## src/inc/tca_map.svh

```systemverilog
`ifndef TCA_MAP_SVH
`define TCA_MAP_SVH

// Register indices; byte address on the bus is four times the index
`define TCA_IDX_LAPD3_STATUS 12'hb28
`define TCA_IDX_LAPD3_ENABLE 12'hb29
`define TCA_IDX_CI_STATUS 12'hb40
`define TCA_IDX_CI_ENABLE 12'hb41
`define TCA_IDX_CI_DETECT 12'h11c

// Field positions
`define TCA_BIT_AIS_LIVE 5
`define TCA_BIT_RAI_LIVE 4
`define TCA_BIT_AIS_CHG 1
`define TCA_BIT_RAI_CHG 0
`define TCA_BIT_LAPD3 0
`define TCA_BIT_DET_AIS 1
`define TCA_BIT_DET_RAI 0

// Reset value of every register
`define TCA_RST_REG 8'h00

// Clock and the 1 ms enable pulse
`define TCA_CLK_PERIOD_NS 100
`define TCA_MS_NS 1000000
`define TCA_MS_CYCLES (`TCA_MS_NS / `TCA_CLK_PERIOD_NS)

// AIS-CI: signature right to left, recurring every 386 bits
`define TCA_AIS_SIG 16'h7cff
`define TCA_AIS_PERIOD_BITS 9'h182
`define TCA_AIS_SIG_ZEROS 3'h3
`define TCA_AIS_HITS 3'h4

// RAI-CI: 1080 ms period, 990 ms message, 90 ms signature
`define TCA_RAI_MSG 16'h00ff
`define TCA_RAI_SIG 16'h3eff
`define TCA_RAI_PERIOD_MS 12'h438
`define TCA_RAI_MSG_MS 12'h3de
`define TCA_RAI_SIG_MS 12'h05a
`define TCA_RAI_LOSS_MS 12'h870

// Oversize LAPD message limit in bytes (276)
`define TCA_LAPD_MAX_BYTES 9'h114

`endif

```

## src/inc/tca_pkg.sv

```systemverilog
package tca_pkg;

	// Register payload
	typedef logic [7:0] tca_reg_t;

	// Bus slave sequencing
	typedef enum logic [0:0] {bus_idle, bus_ack} tca_bus_state_e;

	// RAI-CI pattern tracking
	typedef enum logic [1:0] {rai_hunt, rai_msg, rai_sig} tca_rai_state_e;

endpackage : tca_pkg

```

## src/inc/tca_det_if.sv

```systemverilog
`timescale 1ns/1ns
interface tca_det_if;
	logic line_bit;
	logic line_valid;
	logic dl_bit;
	logic dl_valid;
	logic esf_mode;
	logic ms_tick;
	logic ais_det;
	logic rai_det;

	// Pattern detector side
	modport det (input line_bit, line_valid, dl_bit, dl_valid, esf_mode, ms_tick,
		output ais_det, rai_det);

	// Register bank side
	modport ctl (output line_bit, line_valid, dl_bit, dl_valid, esf_mode, ms_tick,
		input ais_det, rai_det);
endinterface : tca_det_if

```

## src/core/tca_ci_detect.sv

```systemverilog
`timescale 1ns/1ns
`include "tca_map.svh"
module tca_ci_detect (
	input wire logic i_clock, // Framer clock
	input wire logic i_rst_b, // Synchronous reset, active low
	tca_det_if.det det // Line bits in, detections out
);
	logic [15:0] ais_sr_q;
	logic [8:0] ais_cnt_q;
	logic [2:0] ais_zero_q;
	logic [2:0] ais_hits_q;
	logic ais_det_q;
	logic [15:0] rai_sr_q;
	logic [11:0] rai_ms_q;
	logic rai_armed_q;
	logic rai_det_q;
	tca_pkg::tca_rai_state_e rai_state_q;
	tca_pkg::tca_rai_state_e rai_state_d;

	// AIS-CI: first received bit ends up in bit 0, so match reads right to left
	wire [15:0] ais_sr_next = {det.line_bit, ais_sr_q[15:1]};
	wire ais_sig_hit = ais_sr_next == `TCA_AIS_SIG;
	wire [8:0] ais_cnt_next = (ais_cnt_q == 9'h1ff) ? ais_cnt_q : ais_cnt_q + 9'h001;
	wire ais_zero_inc = ~det.line_bit & (ais_zero_q != 3'h7);
	wire [2:0] ais_zero_next = ais_zero_q + {2'h0, ais_zero_inc};
	// Only the signature zeros are allowed; the rest of the 386 bits must be ones
	wire ais_good = ais_sig_hit && (ais_cnt_next == `TCA_AIS_PERIOD_BITS) &&
		(ais_zero_next == `TCA_AIS_SIG_ZEROS);
	wire ais_late = !ais_sig_hit && (ais_cnt_next > `TCA_AIS_PERIOD_BITS);
	wire [2:0] ais_hits_up = (ais_hits_q == `TCA_AIS_HITS) ? ais_hits_q : ais_hits_q + 3'h1;
	wire [2:0] ais_hits_next = ais_good ? ais_hits_up :
		(ais_sig_hit || ais_late) ? 3'h0 : ais_hits_q;

	// AIS-CI tracker, advanced per line bit
	always_ff @(posedge i_clock)
	begin
		if (!i_rst_b)
		begin
			ais_sr_q <= 16'h0000;
			ais_cnt_q <= 9'h000;
			ais_zero_q <= 3'h0;
			ais_hits_q <= 3'h0;
			ais_det_q <= 1'b0;
		end
		else if (det.line_valid)
		begin
			ais_sr_q <= ais_sr_next;
			ais_cnt_q <= ais_sig_hit ? 9'h000 : ais_cnt_next;
			ais_zero_q <= ais_sig_hit ? 3'h0 : ais_zero_next;
			ais_hits_q <= ais_hits_next;
			ais_det_q <= (ais_hits_next == `TCA_AIS_HITS) | (ais_det_q & (ais_hits_next != 3'h0));
		end
	end

	// RAI-CI matchers on the ESF data link bits
	wire [15:0] rai_sr_next = {det.dl_bit, rai_sr_q[15:1]};
	wire rai_msg_hit = det.dl_valid && (rai_sr_next == `TCA_RAI_MSG);
	wire rai_sig_hit = det.dl_valid && (rai_sr_next == `TCA_RAI_SIG);
	wire rai_seg_start = rai_sig_hit && (rai_state_q == tca_pkg::rai_msg);
	wire [11:0] rai_ms_next = (det.ms_tick && rai_ms_q != 12'hfff) ? rai_ms_q + 12'h001 : rai_ms_q;
	// Segment starts must recur 990 to 1170 ms apart, after a full message run
	wire rai_period_ok = rai_armed_q && (rai_ms_q >= `TCA_RAI_MSG_MS) &&
		(rai_ms_q <= `TCA_RAI_PERIOD_MS + `TCA_RAI_SIG_MS);
	wire rai_lost = rai_ms_next > `TCA_RAI_LOSS_MS;

	// Message run, then signature run, then message again
	always_comb
	begin
		rai_state_d = rai_state_q;
		case (rai_state_q)
			tca_pkg::rai_hunt: if (rai_msg_hit) rai_state_d = tca_pkg::rai_msg;
			tca_pkg::rai_msg: if (rai_seg_start) rai_state_d = tca_pkg::rai_sig;
			tca_pkg::rai_sig: if (rai_msg_hit) rai_state_d = tca_pkg::rai_msg;
			default: rai_state_d = tca_pkg::rai_hunt;
		endcase
		if (!det.esf_mode) rai_state_d = tca_pkg::rai_hunt;
	end

	// RAI-CI tracker; leaving ESF drops everything
	always_ff @(posedge i_clock)
	begin
		if (!i_rst_b || !det.esf_mode)
		begin
			rai_sr_q <= 16'h0000;
			rai_ms_q <= 12'h000;
			rai_armed_q <= 1'b0;
			rai_det_q <= 1'b0;
			rai_state_q <= tca_pkg::rai_hunt;
		end
		else
		begin
			if (det.dl_valid) rai_sr_q <= rai_sr_next;
			rai_state_q <= rai_state_d;
			rai_ms_q <= rai_seg_start ? 12'h000 : rai_ms_next;
			rai_armed_q <= rai_seg_start | (rai_armed_q & ~rai_lost);
			rai_det_q <= rai_seg_start ? rai_period_ok : (rai_det_q & ~rai_lost);
		end
	end

	assign det.ais_det = ais_det_q;
	assign det.rai_det = rai_det_q;
endmodule : tca_ci_detect

```

## src/core/tca_ci_alarm_status_irq.sv

```systemverilog
// How it works
// - Oversize LAPD3 message over 276 bytes raises the interrupt when enabled.
// - Enable bit 0 of the LAPD3 enable register gates the oversize interrupt.
// - Status bit 5 shows the live AIS-CI condition.
// - AIS-CI is all ones with a 16-bit signature every 386 bits.
// - AIS-CI live bit only reports while AIS-CI detection is enabled.
// - Status bit 4 shows live RAI-CI, only in ESF framing.
// - RAI-CI repeats every 1.08 s: 0.99 s message, 90 ms signature.
// - RAI message and signature words matched right to left.
// - RAI-CI live bit only reports while RAI-CI detection is enabled.
// - Change flag bit 1 sets on AIS-CI onset and on its clearing.
// - Change flags read as event-since-last-read and clear on that read.
// - Change flag bit 0 sets on RAI-CI onset and on its clearing.
// - Enable bit 1 gates the AIS-CI change interrupt, resets to 0.
// - Enable bit 0 gates the RAI-CI change interrupt, resets to 0.
// - Oversize status bit 0 records the event since last read.
//
// The Avalon-MM register port is this design's own decision.
`timescale 1ns/1ns
`include "tca_map.svh"
module tca_ci_alarm_status_irq #(
	parameter int MS_CYCLES = `TCA_MS_CYCLES // Clock cycles per 1 ms tick
) (
	input wire logic i_clock, // Framer clock, 10 MHz
	input wire logic i_rst_b, // Synchronous reset, active low
	input wire logic [13:0] i_avs_address, // Avalon byte address
	input wire logic i_avs_read, // Avalon read request
	input wire logic i_avs_write, // Avalon write request
	input wire logic [31:0] i_avs_writedata, // Avalon write data
	input wire logic [3:0] i_avs_byteenable, // Avalon byte enables
	output logic [31:0] o_avs_readdata, // Avalon read data
	output logic o_avs_waitrequest, // Avalon wait, low to complete
	input wire logic i_rx_bit, // Received T1 line bit
	input wire logic i_rx_bit_valid, // Strobe for i_rx_bit
	input wire logic i_dl_bit, // Received ESF data link bit
	input wire logic i_dl_bit_valid, // Strobe for i_dl_bit
	input wire logic i_esf_mode, // Framer runs ESF framing
	input wire logic i_lapd3_rx_byte, // LAPD3 received one message byte
	input wire logic i_lapd3_rx_eom, // LAPD3 message ended
	output logic o_irq // Level interrupt request, active high
);
	// Bus sequencing
	tca_pkg::tca_bus_state_e bus_state_q;
	tca_pkg::tca_bus_state_e bus_state_d;
	logic wait_q;
	logic [31:0] rdata_q;

	// Registers and flags
	logic lapd3_en_q;
	logic lapd3_flag_q;
	logic lapd3_flag_d;
	logic [1:0] ci_en_q;
	logic [1:0] ci_en_d;
	logic [1:0] det_en_q;
	logic [1:0] det_en_d;
	logic lapd3_en_d;
	logic ais_live_q;
	logic rai_live_q;
	logic ais_flag_q;
	logic rai_flag_q;
	logic ais_flag_d;
	logic rai_flag_d;
	logic irq_q;

	// Oversize counter and the millisecond divider
	logic [8:0] lapd3_cnt_q;
	logic [8:0] lapd3_cnt_d;
	logic [13:0] div_q;
	logic tick_q;

	// Detector link
	tca_det_if det_bus ();

	assign det_bus.line_bit = i_rx_bit;
	assign det_bus.line_valid = i_rx_bit_valid;
	assign det_bus.dl_bit = i_dl_bit;
	assign det_bus.dl_valid = i_dl_bit_valid;
	assign det_bus.esf_mode = i_esf_mode;
	assign det_bus.ms_tick = tick_q;

	tca_ci_detect u_detect (
		.i_clock (i_clock),
		.i_rst_b (i_rst_b),
		.det (det_bus.det)
	);

	// Address decode; misaligned addresses hit nothing
	wire [11:0] reg_idx = i_avs_address[13:2];
	wire aligned = i_avs_address[1:0] == 2'h0;
	wire hit_lapd3_st = aligned && (reg_idx == `TCA_IDX_LAPD3_STATUS);
	wire hit_lapd3_en = aligned && (reg_idx == `TCA_IDX_LAPD3_ENABLE);
	wire hit_ci_st = aligned && (reg_idx == `TCA_IDX_CI_STATUS);
	wire hit_ci_en = aligned && (reg_idx == `TCA_IDX_CI_ENABLE);
	wire hit_det = aligned && (reg_idx == `TCA_IDX_CI_DETECT);

	// Request phases: accepted in idle, completed in ack
	wire bus_req = i_avs_read ^ i_avs_write;
	wire in_ack = bus_state_q == tca_pkg::bus_ack;
	wire rd_take = in_ack && i_avs_read;
	wire wr_take = in_ack && i_avs_write && i_avs_byteenable[0];
	wire [7:0] wbyte = i_avs_writedata[7:0];

	// Bus state machine
	always_comb
	begin
		bus_state_d = bus_state_q;
		case (bus_state_q)
			tca_pkg::bus_idle: if (bus_req) bus_state_d = tca_pkg::bus_ack;
			tca_pkg::bus_ack: bus_state_d = tca_pkg::bus_idle;
			default: bus_state_d = tca_pkg::bus_idle;
		endcase
	end

	// Live alarm bits, gated by detection enables; RAI-CI also by framing mode
	wire ais_live_d = det_bus.ais_det & det_en_q[`TCA_BIT_DET_AIS];
	wire rai_live_d = det_bus.rai_det & det_en_q[`TCA_BIT_DET_RAI] & i_esf_mode;

	// Both edges of each live bit count as a change
	wire ais_chg_ev = ais_live_d ^ ais_live_q;
	wire rai_chg_ev = rai_live_d ^ rai_live_q;

	// Oversize event fires once, on the byte that passes the limit
	wire lapd3_cnt_sat = lapd3_cnt_q == 9'h1ff;
	wire lapd3_over_ev = i_lapd3_rx_byte && (lapd3_cnt_q == `TCA_LAPD_MAX_BYTES);

	always_comb
	begin
		lapd3_cnt_d = lapd3_cnt_q;
		if (i_lapd3_rx_byte && !lapd3_cnt_sat) lapd3_cnt_d = lapd3_cnt_q + 9'h001;
		if (i_lapd3_rx_eom) lapd3_cnt_d = 9'h000;
	end

	// Read clears only what the captured read data showed, so a bit set
	// between capture and completion is kept for the next read
	wire [1:0] ci_rd_clr = (rd_take && hit_ci_st) ? rdata_q[1:0] : 2'h0;
	wire [1:0] ci_wr_clr = (wr_take && hit_ci_st) ? wbyte[1:0] : 2'h0;
	wire [1:0] ci_clr = ci_rd_clr | ci_wr_clr;
	wire lapd3_rd_clr = rd_take && hit_lapd3_st && rdata_q[`TCA_BIT_LAPD3];
	wire lapd3_wr_clr = wr_take && hit_lapd3_st && wbyte[`TCA_BIT_LAPD3];

	// Sticky flags: a new event wins over a clear in the same cycle
	always_comb
	begin
		ais_flag_d = (ais_flag_q & ~ci_clr[`TCA_BIT_AIS_CHG]) | ais_chg_ev;
		rai_flag_d = (rai_flag_q & ~ci_clr[`TCA_BIT_RAI_CHG]) | rai_chg_ev;
		lapd3_flag_d = (lapd3_flag_q & ~(lapd3_rd_clr | lapd3_wr_clr)) | lapd3_over_ev;
	end

	// Enable and detection registers; only defined bits are stored
	always_comb
	begin
		lapd3_en_d = lapd3_en_q;
		ci_en_d = ci_en_q;
		det_en_d = det_en_q;
		if (wr_take && hit_lapd3_en) lapd3_en_d = wbyte[`TCA_BIT_LAPD3];
		if (wr_take && hit_ci_en) ci_en_d = wbyte[1:0];
		if (wr_take && hit_det) det_en_d = wbyte[1:0];
	end

	// Read data views; reserved bits are constant zero
	wire [7:0] rd_ci_st = {2'h0, ais_live_q, rai_live_q, 2'h0, ais_flag_q, rai_flag_q};
	wire [7:0] rd_ci_en = {6'h00, ci_en_q};
	wire [7:0] rd_det = {6'h00, det_en_q};
	wire [7:0] rd_lapd3_st = {7'h00, lapd3_flag_q};
	wire [7:0] rd_lapd3_en = {7'h00, lapd3_en_q};

	// Unmapped addresses read zero and complete normally
	wire [7:0] rd_mux = hit_ci_st ? rd_ci_st :
		hit_ci_en ? rd_ci_en :
		hit_det ? rd_det :
		hit_lapd3_st ? rd_lapd3_st :
		hit_lapd3_en ? rd_lapd3_en : 8'h00;

	// Interrupt combines every enabled sticky flag
	wire irq_d = (ais_flag_q & ci_en_q[`TCA_BIT_AIS_CHG]) |
		(rai_flag_q & ci_en_q[`TCA_BIT_RAI_CHG]) |
		(lapd3_flag_q & lapd3_en_q);

	// Millisecond tick for the RAI-CI timing
	wire div_wrap = div_q == 14'(MS_CYCLES - 1);

	always_ff @(posedge i_clock)
	begin
		if (!i_rst_b)
		begin
			div_q <= 14'h0000;
			tick_q <= 1'b0;
		end
		else
		begin
			div_q <= div_wrap ? 14'h0000 : div_q + 14'h0001;
			tick_q <= div_wrap;
		end
	end

	// Bus slave; one wait-free cycle per request
	always_ff @(posedge i_clock)
	begin
		if (!i_rst_b)
		begin
			bus_state_q <= tca_pkg::bus_idle;
			wait_q <= 1'b1;
			rdata_q <= 32'h0000_0000;
		end
		else
		begin
			bus_state_q <= bus_state_d;
			wait_q <= bus_state_d != tca_pkg::bus_ack;
			if (!in_ack && bus_req && i_avs_read) rdata_q <= {24'h000000, rd_mux};
		end
	end

	// Reset image of a register, split per field below
	wire [7:0] rst_val = `TCA_RST_REG;

	// Control registers
	always_ff @(posedge i_clock)
	begin
		if (!i_rst_b)
		begin
			lapd3_en_q <= rst_val[`TCA_BIT_LAPD3];
			ci_en_q <= rst_val[1:0];
			det_en_q <= rst_val[1:0];
		end
		else
		begin
			lapd3_en_q <= lapd3_en_d;
			ci_en_q <= ci_en_d;
			det_en_q <= det_en_d;
		end
	end

	// Status state, counter and interrupt
	always_ff @(posedge i_clock)
	begin
		if (!i_rst_b)
		begin
			ais_live_q <= 1'b0;
			rai_live_q <= 1'b0;
			ais_flag_q <= 1'b0;
			rai_flag_q <= 1'b0;
			lapd3_flag_q <= 1'b0;
			lapd3_cnt_q <= 9'h000;
			irq_q <= 1'b0;
		end
		else
		begin
			ais_live_q <= ais_live_d;
			rai_live_q <= rai_live_d;
			ais_flag_q <= ais_flag_d;
			rai_flag_q <= rai_flag_d;
			lapd3_flag_q <= lapd3_flag_d;
			lapd3_cnt_q <= lapd3_cnt_d;
			irq_q <= irq_d;
		end
	end

	assign o_avs_readdata = rdata_q;
	assign o_avs_waitrequest = wait_q;
	assign o_irq = irq_q;
endmodule : tca_ci_alarm_status_irq

```

## config.mk

```make
export PLATFORM = sky130hd
export DESIGN_NAME = tca_ci_alarm_status_irq
export DESIGN_NICKNAME = d
export VERILOG_FILES = /design/src/inc/tca_pkg.sv /design/src/inc/tca_det_if.sv /design/src/core/tca_ci_detect.sv /design/src/core/tca_ci_alarm_status_irq.sv
export VERILOG_INCLUDE_DIRS = /design/src /design/src/inc
export SDC_FILE = /design/constraint.sdc
export NUM_CORES = 1
export LEC_CHECK = 0
export ABC_CLOCK_PERIOD_IN_PS = 3250
export BUFFER_PORTS_ARGS = -buffer_cell sky130_fd_sc_hd__buf_2
export CAP_MARGIN = 20
export CELL_PAD_IN_SITES_DETAIL_PLACEMENT = 1
export CELL_PAD_IN_SITES_GLOBAL_PLACEMENT = 2
export CORE_MARGIN = 2
export CORE_UTILIZATION = 33
export CTS_CLUSTER_DIAMETER = 100
export DETAILED_ROUTE_END_ITERATION = 10
export GPL_TIMING_DRIVEN = 1
export HOLD_SLACK_MARGIN = 0.06
export PLACE_DENSITY_LB_ADDON = 0.1
export SLEW_MARGIN = 15
export SYNTH_ARGS = -nofsm -noshare
export SYNTH_HDL_FRONTEND = slang
export SYNTH_SLANG_ARGS = --single-unit
```

## constraint.sdc

```tcl
create_clock -name i_clock -period 3.25 [get_ports i_clock]
set_input_delay 0.325 -clock i_clock [delete_from_list [all_inputs] [get_ports i_clock]]
set_output_delay 0.325 -clock i_clock [all_outputs]
set_load 0.05 [all_outputs]
```

== Yosys cells after proc, flatten, opt, wreduce, memory -nomap -nowiden ==
Cells that the tools add are included.
Word-level totals
  RAM bits: 0
  register bits: 109
  bits in read-only memories: 0
  latch bits: 0
  logic and storage cells: 157
  output and inout bits: 34
  input bits: 61
  memories: 0
Cells by class
  magnitude comparators: 4
  eq/ne operators: 22
  divide/modulo/power cells: 0
  mux-type cells: 20
  multipliers: 0
  $add $sub $neg: 6
  bitwise gates (word level): 34
  shifts and indexed selects: 0
  reductions and logical operators: 46
Operators with widths (number)
  $eq A12 B12 Y1 const B: 4
  $eq A9 B9 Y1 const B: 4
  $logic_and A1 B1 Y1: 30
  $add A9 B1 Y9 const B: 2
  $mux W9: 2
  $eq A16 B14 Y1 const B: 1
  $eq A16 B15 Y1 const B: 1
  $eq A16 B8 Y1 const B: 1
  $add A14 B1 Y14 const B: 1
  $eq A14 B14 Y1 const B: 1
  $and A1 B1 Y1: 13
  $add A12 B1 Y12 const B: 1
  $eq A12 B9 Y1 const B: 1
  $ge A12 B10 Y1 const B: 1
  $gt A12 B12 Y1 const B: 1
  $le A12 B11 Y1 const B: 1
  $mux W12: 1
  $mux W2: 6
  $mux W3: 4
  $ne A12 B12 Y1 const B: 1
  $reduce_or A2 Y1: 5
  $gt A9 B9 Y1 const B: 1
  $not A1 Y1: 9
  $or A1 B1 Y1: 8
  other kinds (19): 32

== Logic depth before layout (Yosys ltp) ==
Gate-level depths: netlist of the first run.
  word-level depth: 10
  mapped depth: 10
  mapped depth without buffers: 10

== By module ==
From an unflattened synthesis of the first run, not the netlist that was laid out.
Second synthesis, totals
  cell total of the unflattened synthesis: 621
  area, all modules: 5338.9 µm²
By module, submodules not included
  tca_ci_detect: sequential area each 1241.2 µm², times used 1, area an instance 3201.8 µm², cells an instance 373
  tca_ci_alarm_status_irq: sequential area each 820.8 µm², times used 1, area an instance 2137.0 µm², cells an instance 248

== Least setup slack after synthesis of the first run ==
OpenSTA, ideal clock, no wires.
  path type: register -> register
  start: register u_detect.ais_cnt_q[1]
  end: register with a tool-made name
  data arrival time: 2.177 ns
  clock period less this slack: 2.309 ns
  library setup time: 0.132 ns
  path buffers: 1
  cell stages (with the launch flop): 10
  data required time: 3.118 ns
  setup slack: 0.941 ns
  cells stage by stage: dfxtp_1 -> ha_1 -> buf_6 -> and4_4 -> mux2_1 -> a31oi_1 -> o32a_1 -> o21ai_2 -> o211ai_1 -> o41ai_2
RTL lines
  start: declaration: line tca_ci_detect.sv:9  | logic [8:0] ais_cnt_q;
  start signal: assignment: line tca_ci_detect.sv:48  | ais_cnt_q <= ais_sig_hit ? 9'h000 : ais_cnt_next;

== Worst setup path in the final report of the first run ==
  start: register u_detect.ais_cnt_q[0]
  end: register u_detect.ais_hits_q[0]
Between the ends
  longest elaborated chain between the ends: 7
  elaborated cells on any way between the ends: 11
  classes of those cells: add/sub (1); order compare (1); eq/ne (2); mux (3); reduce/logical (4)
RTL lines
  $add A9 B1 Y9 or $eq A9 B9 Y1 (tied branches): line tca_ci_detect.sv:23  | wire [8:0] ais_cnt_next = (ais_cnt_q == 9'h1ff) ? ais_cnt_q : ais_cnt_q + 9'h001;
  $mux W9 (*): line tca_ci_detect.sv:23
  $gt A9 B9 Y1 (no line)
  $logic_and A1 B1 Y1: line tca_ci_detect.sv:29  | wire ais_late = !ais_sig_hit && (ais_cnt_next > `TCA_AIS_PERIOD_BITS);
  $logic_or A1 B1 Y1: line tca_ci_detect.sv:32  | (ais_sig_hit || ais_late) ? 3'h0 : ais_hits_q;
  $mux W3: line tca_ci_detect.sv:32
  $mux W3 (*): line tca_ci_detect.sv:31  | wire [2:0] ais_hits_next = ais_good ? ais_hits_up :
  end signal: assignment: line tca_ci_detect.sv:50  | ais_hits_q <= ais_hits_next;
  end: declaration: line tca_ci_detect.sv:11  | logic [2:0] ais_hits_q;
Every way passes the cells marked *; elsewhere a longest branch is shown, timed or not.
A chain may end at the register's enable or synchronous reset.

==> results of run 1 <==
==> worst max path at each step <==
stage / endpoint / slack, ns / depth (start not counted)
after global placement: u_detect.ais_hits_q[0]$_SDFFE_PN0P_ / 0.60 / 8
after detailed placement: u_detect.ais_hits_q[0]$_SDFFE_PN0P_ / 0.57 / 8
after global routing: flip-flop / 0.35 / 8
after CTS: u_detect.ais_hits_q[0]$_SDFFE_PN0P_ / 0.56 / 8
after floorplan: flip-flop / 0.94 / 9
final: u_detect.ais_hits_q[0]$_SDFFE_PN0P_ / 0.56 / 8
==> area by class of cell <==
type,count,area (um2)
Sequential cell,103,2060
Clock inverter,6,45.0
Timing Repair Buffer,38,203
Clock buffer,10,229
Multi-Input combinational cell,458,2880
Inverter,19,71.3
Tap cell,216,270
Fill cell,1892,9950
==> where the power goes <==
group          switching, mW  internal, mW
clock                  0.504         0.526
combinational          0.153        0.0461
sequential            0.0151          1.27
==> placed cells by master (no fill, tap or decap), types with 4 or more instances in the layout <==
cell	n
a21oi_1	23
a31oi_1	9
clkbuf_16	9
buf_4	5
xor2_1	14
nor3_1	21
nand3_1	22
buf_2	33
nand4_1	21
o31ai_1	4
nor4_1	7
ha_1	11
inv_1	18
or3_1	4
mux2i_1	38
and2_1	4
o21ai_0	9
conb_1	28
and3_1	8
dfxtp_1	103
nand2b_1	5
xnor2_1	17
nand2_1	33
nor2_1	101
o21ai_1	8
a211oi_1	6
==> metal layers <==
layer	routed length, um	global-route usage (%)	vias up
li1	-	-	2143
met1	6110	20.1	2072
met2	5670	25.1	46
met3	304	3.44	11
met4	145	4.87	0
met5	0	0	-
==> through the flow <==
stage / instance area [um2] / cells
after floorplan: 5370 / 635
after global placement: 5490 / 834
after detailed placement: 5490 / 834
after CTS: 5760 / 850
after global routing: 5760 / 850
final: 5760 / 850
==> cell families after synthesis <==
kind of cell    after synthesis
compound gates               92
flops                       103
buf+inv                      74
simple gates                255
other cells                   1
mux                          41
fa+ha+maj                    11
xor+xnor                     31
==> worst reg2reg max path: stages (launching register included) <==
cell     delay (ns)
dfxtp_1        0.53
ha_1           0.27
and4_4         0.27
mux2_1         0.32
a31oi_1        0.43
o32a_1         0.32
o21ai_1        0.14
a22oi_1        0.23
nor2_1         0.05
==> registers in the layout, summed over array words and instances, names as in the netlist, 3 cells and up, named ones only <==
signal               cells
div_q                   14
lapd3_cnt_q              9
o_avs_readdata           4
u_detect.ais_cnt_q       9
u_detect.ais_hits_q      3
u_detect.ais_sr_q       15
u_detect.ais_zero_q      3
u_detect.rai_ms_q       12
u_detect.rai_sr_q       15
==> out/results.md, run 1 <==
### STA
• final setup margin: 0.556 ns
• actual slew at the worst max-slew pin: 0.879 ns
• post-layout minimum cycle time: 2.69 ns
• Worst Hold Margin: 0.234 ns
• final clock period utilization by the worst path: 82.9%
• setup repair after global routing missed its margin: false
• Highest Clock Rate: 371 MHz
• Final Max Slew Viols: 0
• Total Neg Setup Slack: 0 ns
• Final Setup Violations: 0
• Hold Fails Final Rpt: 0
• Layout Skew: 0.00685 ns
• worst slew margin relative to its limit: 41.3%

### Worst setup path
• Critical Path RT: 3.46 ns
• maximum fanout encountered on the critical timing path: 11
• Cell Chain, Critical Path: ha_1 -> and4_4 -> mux2_1 -> a31oi_1 -> o32a_1 -> o21ai_1 -> a22oi_1 -> nor2_1
• type of the setup path with the least slack: flip-flop to flip-flop
• worst reg-to-reg setup slack: 0.56 ns
• Largest stage delay, worst path: 0.53 ns
• type of element capturing the critical path: flip-flop
• critical path's top delay family: compound AO/OA/AOI/OAI gates
• CP Data Arrival Time: 2.90 ns
• Critical Path Start: u_detect.ais_cnt_q[0]$_SDFFE_PN0P_
• RR Startpoint: u_detect.ais_cnt_q[0]$_SDFFE_PN0P_
• endpoint of the worst register-to-register path: u_detect.ais_hits_q[0]$_SDFFE_PN0P_
• buffers and inverters on the worst path: 0
• path depth of the worst reg2reg path: 8
• slowest library cell on the worst path: dfxtp_1
• Startpoint Class: flip-flop

### Logic synthesis
• Main synth FF type: dfxtp_1
• mean cell area of the mapped netlist: 8.66 um2
• cell count after synthesis: 608
• count of yosys warnings during synthesis: 0
• post-synth design cell area: 0.00527 mm2
• share of the synthesized area in compound gates (AO/OA/AOI/OAI): 12.8%
• largest area contributor in the netlist: dfxtp_1
• count of distinct cell types in the synthesized netlist: 74
• share of the yosys chip area belonging to registers: 39.2%
• most common cell in the synthesized netlist: dfxtp_1
• main area contributors after synthesis: dfxtp_1 39%, mux2i_1 7.2%, nor2_1 7.2%, buf_4 4.3%, xnor2_1 2.8%
• flops & latches, synth: 103
• area fraction in and, or, nand and nor cells after synthesis: 24.3%
• fraction of synthesized area in multiplexers: 7.87%
• asr flop ratio synth: 0%
• Post-synth top cells: 103 x dfxtp_1, 101 x nor2_1, 38 x mux2i_1
• number of enable-type register cells in the synthesized netlist: 0
• XOR/XNOR Fraction of Synth Area: 5.16%
• dominant combinational cell family by area after synthesis: simple AND/OR/NAND/NOR gates
• post-synthesis share of cell area spent on full adders, half adders and majority gates: 2.61%
• share of Yosys cell area claimed by the top area cell type: 39.2%

### GRT
• initial antenna violation count: 0
• global-route wire length before repair: 20,700 um
• largest net degree at the start of global routing: 46
• final global-route overflow total: 0
• overall global routing resource usage: 15.3%
• vias in the first global route: 4,202

### Power
• Leakage Power: 2.07 nW
• IR Drop Worst-Case VDD: 0.307 mV
• PwrDens: 437 mW/mm2
• final total power: 2.52 mW

### Die
• core area: 0.0157 mm2
• effective utilization at floorplan: 33.5%
• width of the chip: 130 um
• number of primary I/O pins: 95
• site row count: 46
• Die Y: 130 um
• die area: 0.0170 mm2

### Routing
• routed vias/inst: 5.03
• WL per Instance: 14.4 um
• total detailed-routing wirelength: 12,200 um
• number of detailed-routing iterations run before antenna repair: 6
• violation count after the first detailed-routing iteration: 154
• post-detailed-route DRC marker count: 0
• remaining number of nets flagged by the antenna check after routing: 0
• vias: 4,272

### Placement
• gp weighted congestion: 0.754
• detailed placer's ending HPWL: 9110 um
• DP Worst Slack: 0.571 ns
• # port buffers: 33

### Clocking
• post-CTS setup buffers: 0
• # resized after CTS: 0
• clock latency of the later-clocked register in the worst-skew pair: 0.35 ns
• Num Clock Sinks: 103
• hold_buf cts: 0
• maximum clock insertion buffer count: 2
• H-tree levels: 3
• Clock Tree Root: clkbuf_16
• clock slew seen by the registers of the worst setup and hold paths: 0.07 ns
• total clock buffers created by CTS: 9
• clock tree from TritonCTS: done

### Hold path
• Hold Startpoint: i_dl_bit
• kind of path behind the tightest hold check: input pin to flip-flop
• worst hold path endpoint: u_detect.rai_sr_q[15]$_SDFFE_PP0P_
• Hold Crit Depth: 3

### Cells and area
• end-of-flow core utilization: 36.7%
• Layout Nets: 701
• post-synthesis to final-layout area growth: 9.41%
• fraction of final layout cells with drive strength greater than 1: 11.4%
• number of diodes added for antenna fixing: 0

### Run
• number of violations of the max-capacitance limit: 0

### Status
• outcome: completed

No activity file was read; power rests on OpenSTA's default activity.
==> run 2, diff against run 1 <==
- ABC_CLOCK_PERIOD_IN_PS: 3250 -> 2400
- CORE_UTILIZATION: 33 -> 30
- clock period: 3.25 -> 2.4 ns (I/O delays scaled with it)
==> out/results.md, run 2 (synthesis results as in run 1) <==
### Cells and area
• Sequential Area: 0.00206 mm2
• Layout Nets: 729
• fin area: 0.00603 mm2
• number of diodes added for antenna fixing: 0
• fraction of final layout cells with drive strength greater than 1: 16.0%
• fill count: 2,047
• area of the multi-input gates: 0.00290 mm2
• commonest non-fill, non-tap cell in the layout: dfxtp_1
• commonest cells after routing, fill and taps aside: 103 x dfxtp_1, 100 x nor2_1, 38 x mux2i_1
• Regs by FF count: u_detect.ais_sr_q (15), u_detect.rai_sr_q (15), div_q (14)
• post-synthesis to final-layout area growth: 14.6%

### Power
• final total power: 3.55 mW
• PwrDens: 588 mW/mm2
• combinational cell fraction of total power: 8.0%
• part of the power in the clock network: 42.9%
• Flop pwr share: 49.0%
• internal power consumption: 2.64 mW
• switching power: 912 uW
• Leakage Power: 2.23 nW
• IR Drop Worst-Case VDD: 0.329 mV
• switch share: 25.7%

### Routing
• vias: 4,365
• remaining number of nets flagged by the antenna check after routing: 0
• routed vias/inst: 4.92
• post-detailed-route DRC marker count: 0
• number of detailed-routing iterations run before antenna repair: 4
• WL per Instance: 14.5 um
• total detailed-routing wirelength: 12,800 um
• violation count after the first detailed-routing iteration: 64

### Die
• effective utilization at floorplan: 30.5%
• site row count: 48
• die area: 0.0186 mm2
• Die Y: 136 um
• number of primary I/O pins: 95
• core area: 0.0172 mm2
• width of the chip: 136 um

### Clocking
• Num Clock Sinks: 103
• post-CTS setup buffers: 0
• clock latency of the later-clocked register in the worst-skew pair: 0.35 ns
• total clock buffers created by CTS: 9
• maximum clock insertion buffer count: 2
• H-tree levels: 3
• Clock Tree Root: clkbuf_16
• clock slew seen by the registers of the worst setup and hold paths: 0.08 ns
• # resized after CTS: 0
• hold_buf cts: 0
• clock tree from TritonCTS: done

### GRT
• largest net degree at the start of global routing: 27
• vias in the first global route: 4,468
• final global-route overflow total: 0
• overall global routing resource usage: 14.7%
• initial antenna violation count: 0
• global-route wire length before repair: 21,900 um

### Worst setup path
• endpoint of the worst register-to-register path: u_detect.det.rai_det$_SDFF_PP0_
• RR Startpoint: u_detect.rai_ms_q[10]$_SDFF_PP0_
• type of the setup path with the least slack: flip-flop to flip-flop
• Startpoint Class: flip-flop
• type of element capturing the critical path: flip-flop
• Critical Path RT: 2.64 ns
• maximum fanout encountered on the critical timing path: 5
• worst reg-to-reg setup slack: 0.16 ns
• crit path to: u_detect.det.rai_det$_SDFF_PP0_
• CP Data Arrival Time: 2.48 ns
• Critical Path Start: u_detect.rai_ms_q[10]$_SDFF_PP0_
• path depth of the worst reg2reg path: 7

### Placement
• # port buffers: 33
• cell area after placement: 0.00571 mm2
• detailed placer's ending HPWL: 9610 um
• gp weighted congestion: 0.765

### STA
• Hold Fails Final Rpt: 0
• setup repair after global routing missed its margin: true
• Final Max Slew Viols: 0
• Highest Clock Rate: 447 MHz
• final clock period utilization by the worst path: 93.3%
• Worst Hold Margin: 0.155 ns
• actual slew at the worst max-slew pin: 0.612 ns
• worst slew margin relative to its limit: 58.9%
• Final Setup Violations: 0
• post-layout minimum cycle time: 2.24 ns
• Layout Skew: 0.0124 ns
• Total Neg Setup Slack: 0 ns

### Run
• number of violations of the max-capacitance limit: 0

### Status
• outcome: completed

### Hold path
• kind of path behind the tightest hold check: input pin to flip-flop
• Hold Crit Depth: 3

==> run 2: cell types whose count changed in the layout (fill, tap and decap cells not counted), sizes merged <==
cell	previous run	this run
bufinv	0	1
buf	38	66
clkinvlp	2	1
==> run 2: area by class of cell <==
| class | count | share of cell area (%) |
|---|---|---|
| well taps | 225 | 4.67 |
| repair buffers | 66 | 6.84 |
| clock inverters | 6 | 1.08 |
| inverters | 19 | 1.18 |
| multi-input cells | 458 | 48.1 |
| clock buffers | 10 | 3.96 |
| flip-flops and latches | 103 | 34.2 |
==> run 2: worst min path at each step <==
stage          slack [ns]                                 end           startpoint
2_1_floorplan        0.39            det_en_q[0]$_SDFFE_PN0P_   i_avs_writedata[0]
3_3_place_gp         0.45                 div_q[0]$_SDFF_PP0_  div_q[0]$_SDFF_PP0_
3_5_place_dp         0.46                 div_q[0]$_SDFF_PP0_  div_q[0]$_SDFF_PP0_
4_1_cts              0.14  u_detect.rai_sr_q[15]$_SDFFE_PP0P_             i_dl_bit
5_1_grt              0.14  u_detect.rai_sr_q[15]$_SDFFE_PP0P_             i_dl_bit
6_report             0.16  u_detect.rai_sr_q[15]$_SDFFE_PP0P_             i_dl_bit
==> run 2: per-layer routing <==
metal | global-route usage [%] | vias to the layer above | wire, um
li1 | - | 2199 | -
met1 | 18.4 | 2118 | 6050
met2 | 25.0 | 36 | 6300
met3 | 2.50 | 12 | 257
met4 | 6.13 | 0 | 209
met5 | 0 | - | 0
==> run 2: critical path, cell delays in order (launching register included) <==
cell,delay [ns]
dfxtp_1,0.42
nand3_1,0.21
o41ai_4,0.47
nor3_1,0.11
xnor2_1,0.17
o31a_1,0.32
a211oi_1,0.33
nor3_1,0.09
==> run 2: through the flow <==
stage	std cells	setup slack (ns)	util, %
final	887	0.161	35.0
after global routing	887	-0.00669	35.0
after CTS	887	0.0380	34.9
after detailed placement	871	0.0697	33.1
after global placement	871	0.0720	33.1
after floorplan	635	0.0913	-
==> run 2: power groups by stage <==
| stage | combinational (mW) | clock [mW] | sequential, mW |
|---|---|---|---|
| after floorplan | 0.244 | 0 | 1.79 |
| after global placement | 0.285 | 0 | 1.78 |
| after detailed placement | 0.288 | 0 | 1.78 |
| after CTS | 0.288 | 1.60 | 1.74 |
| after global routing | 0.309 | 1.67 | 1.74 |
| final | 0.284 | 1.52 | 1.74 |
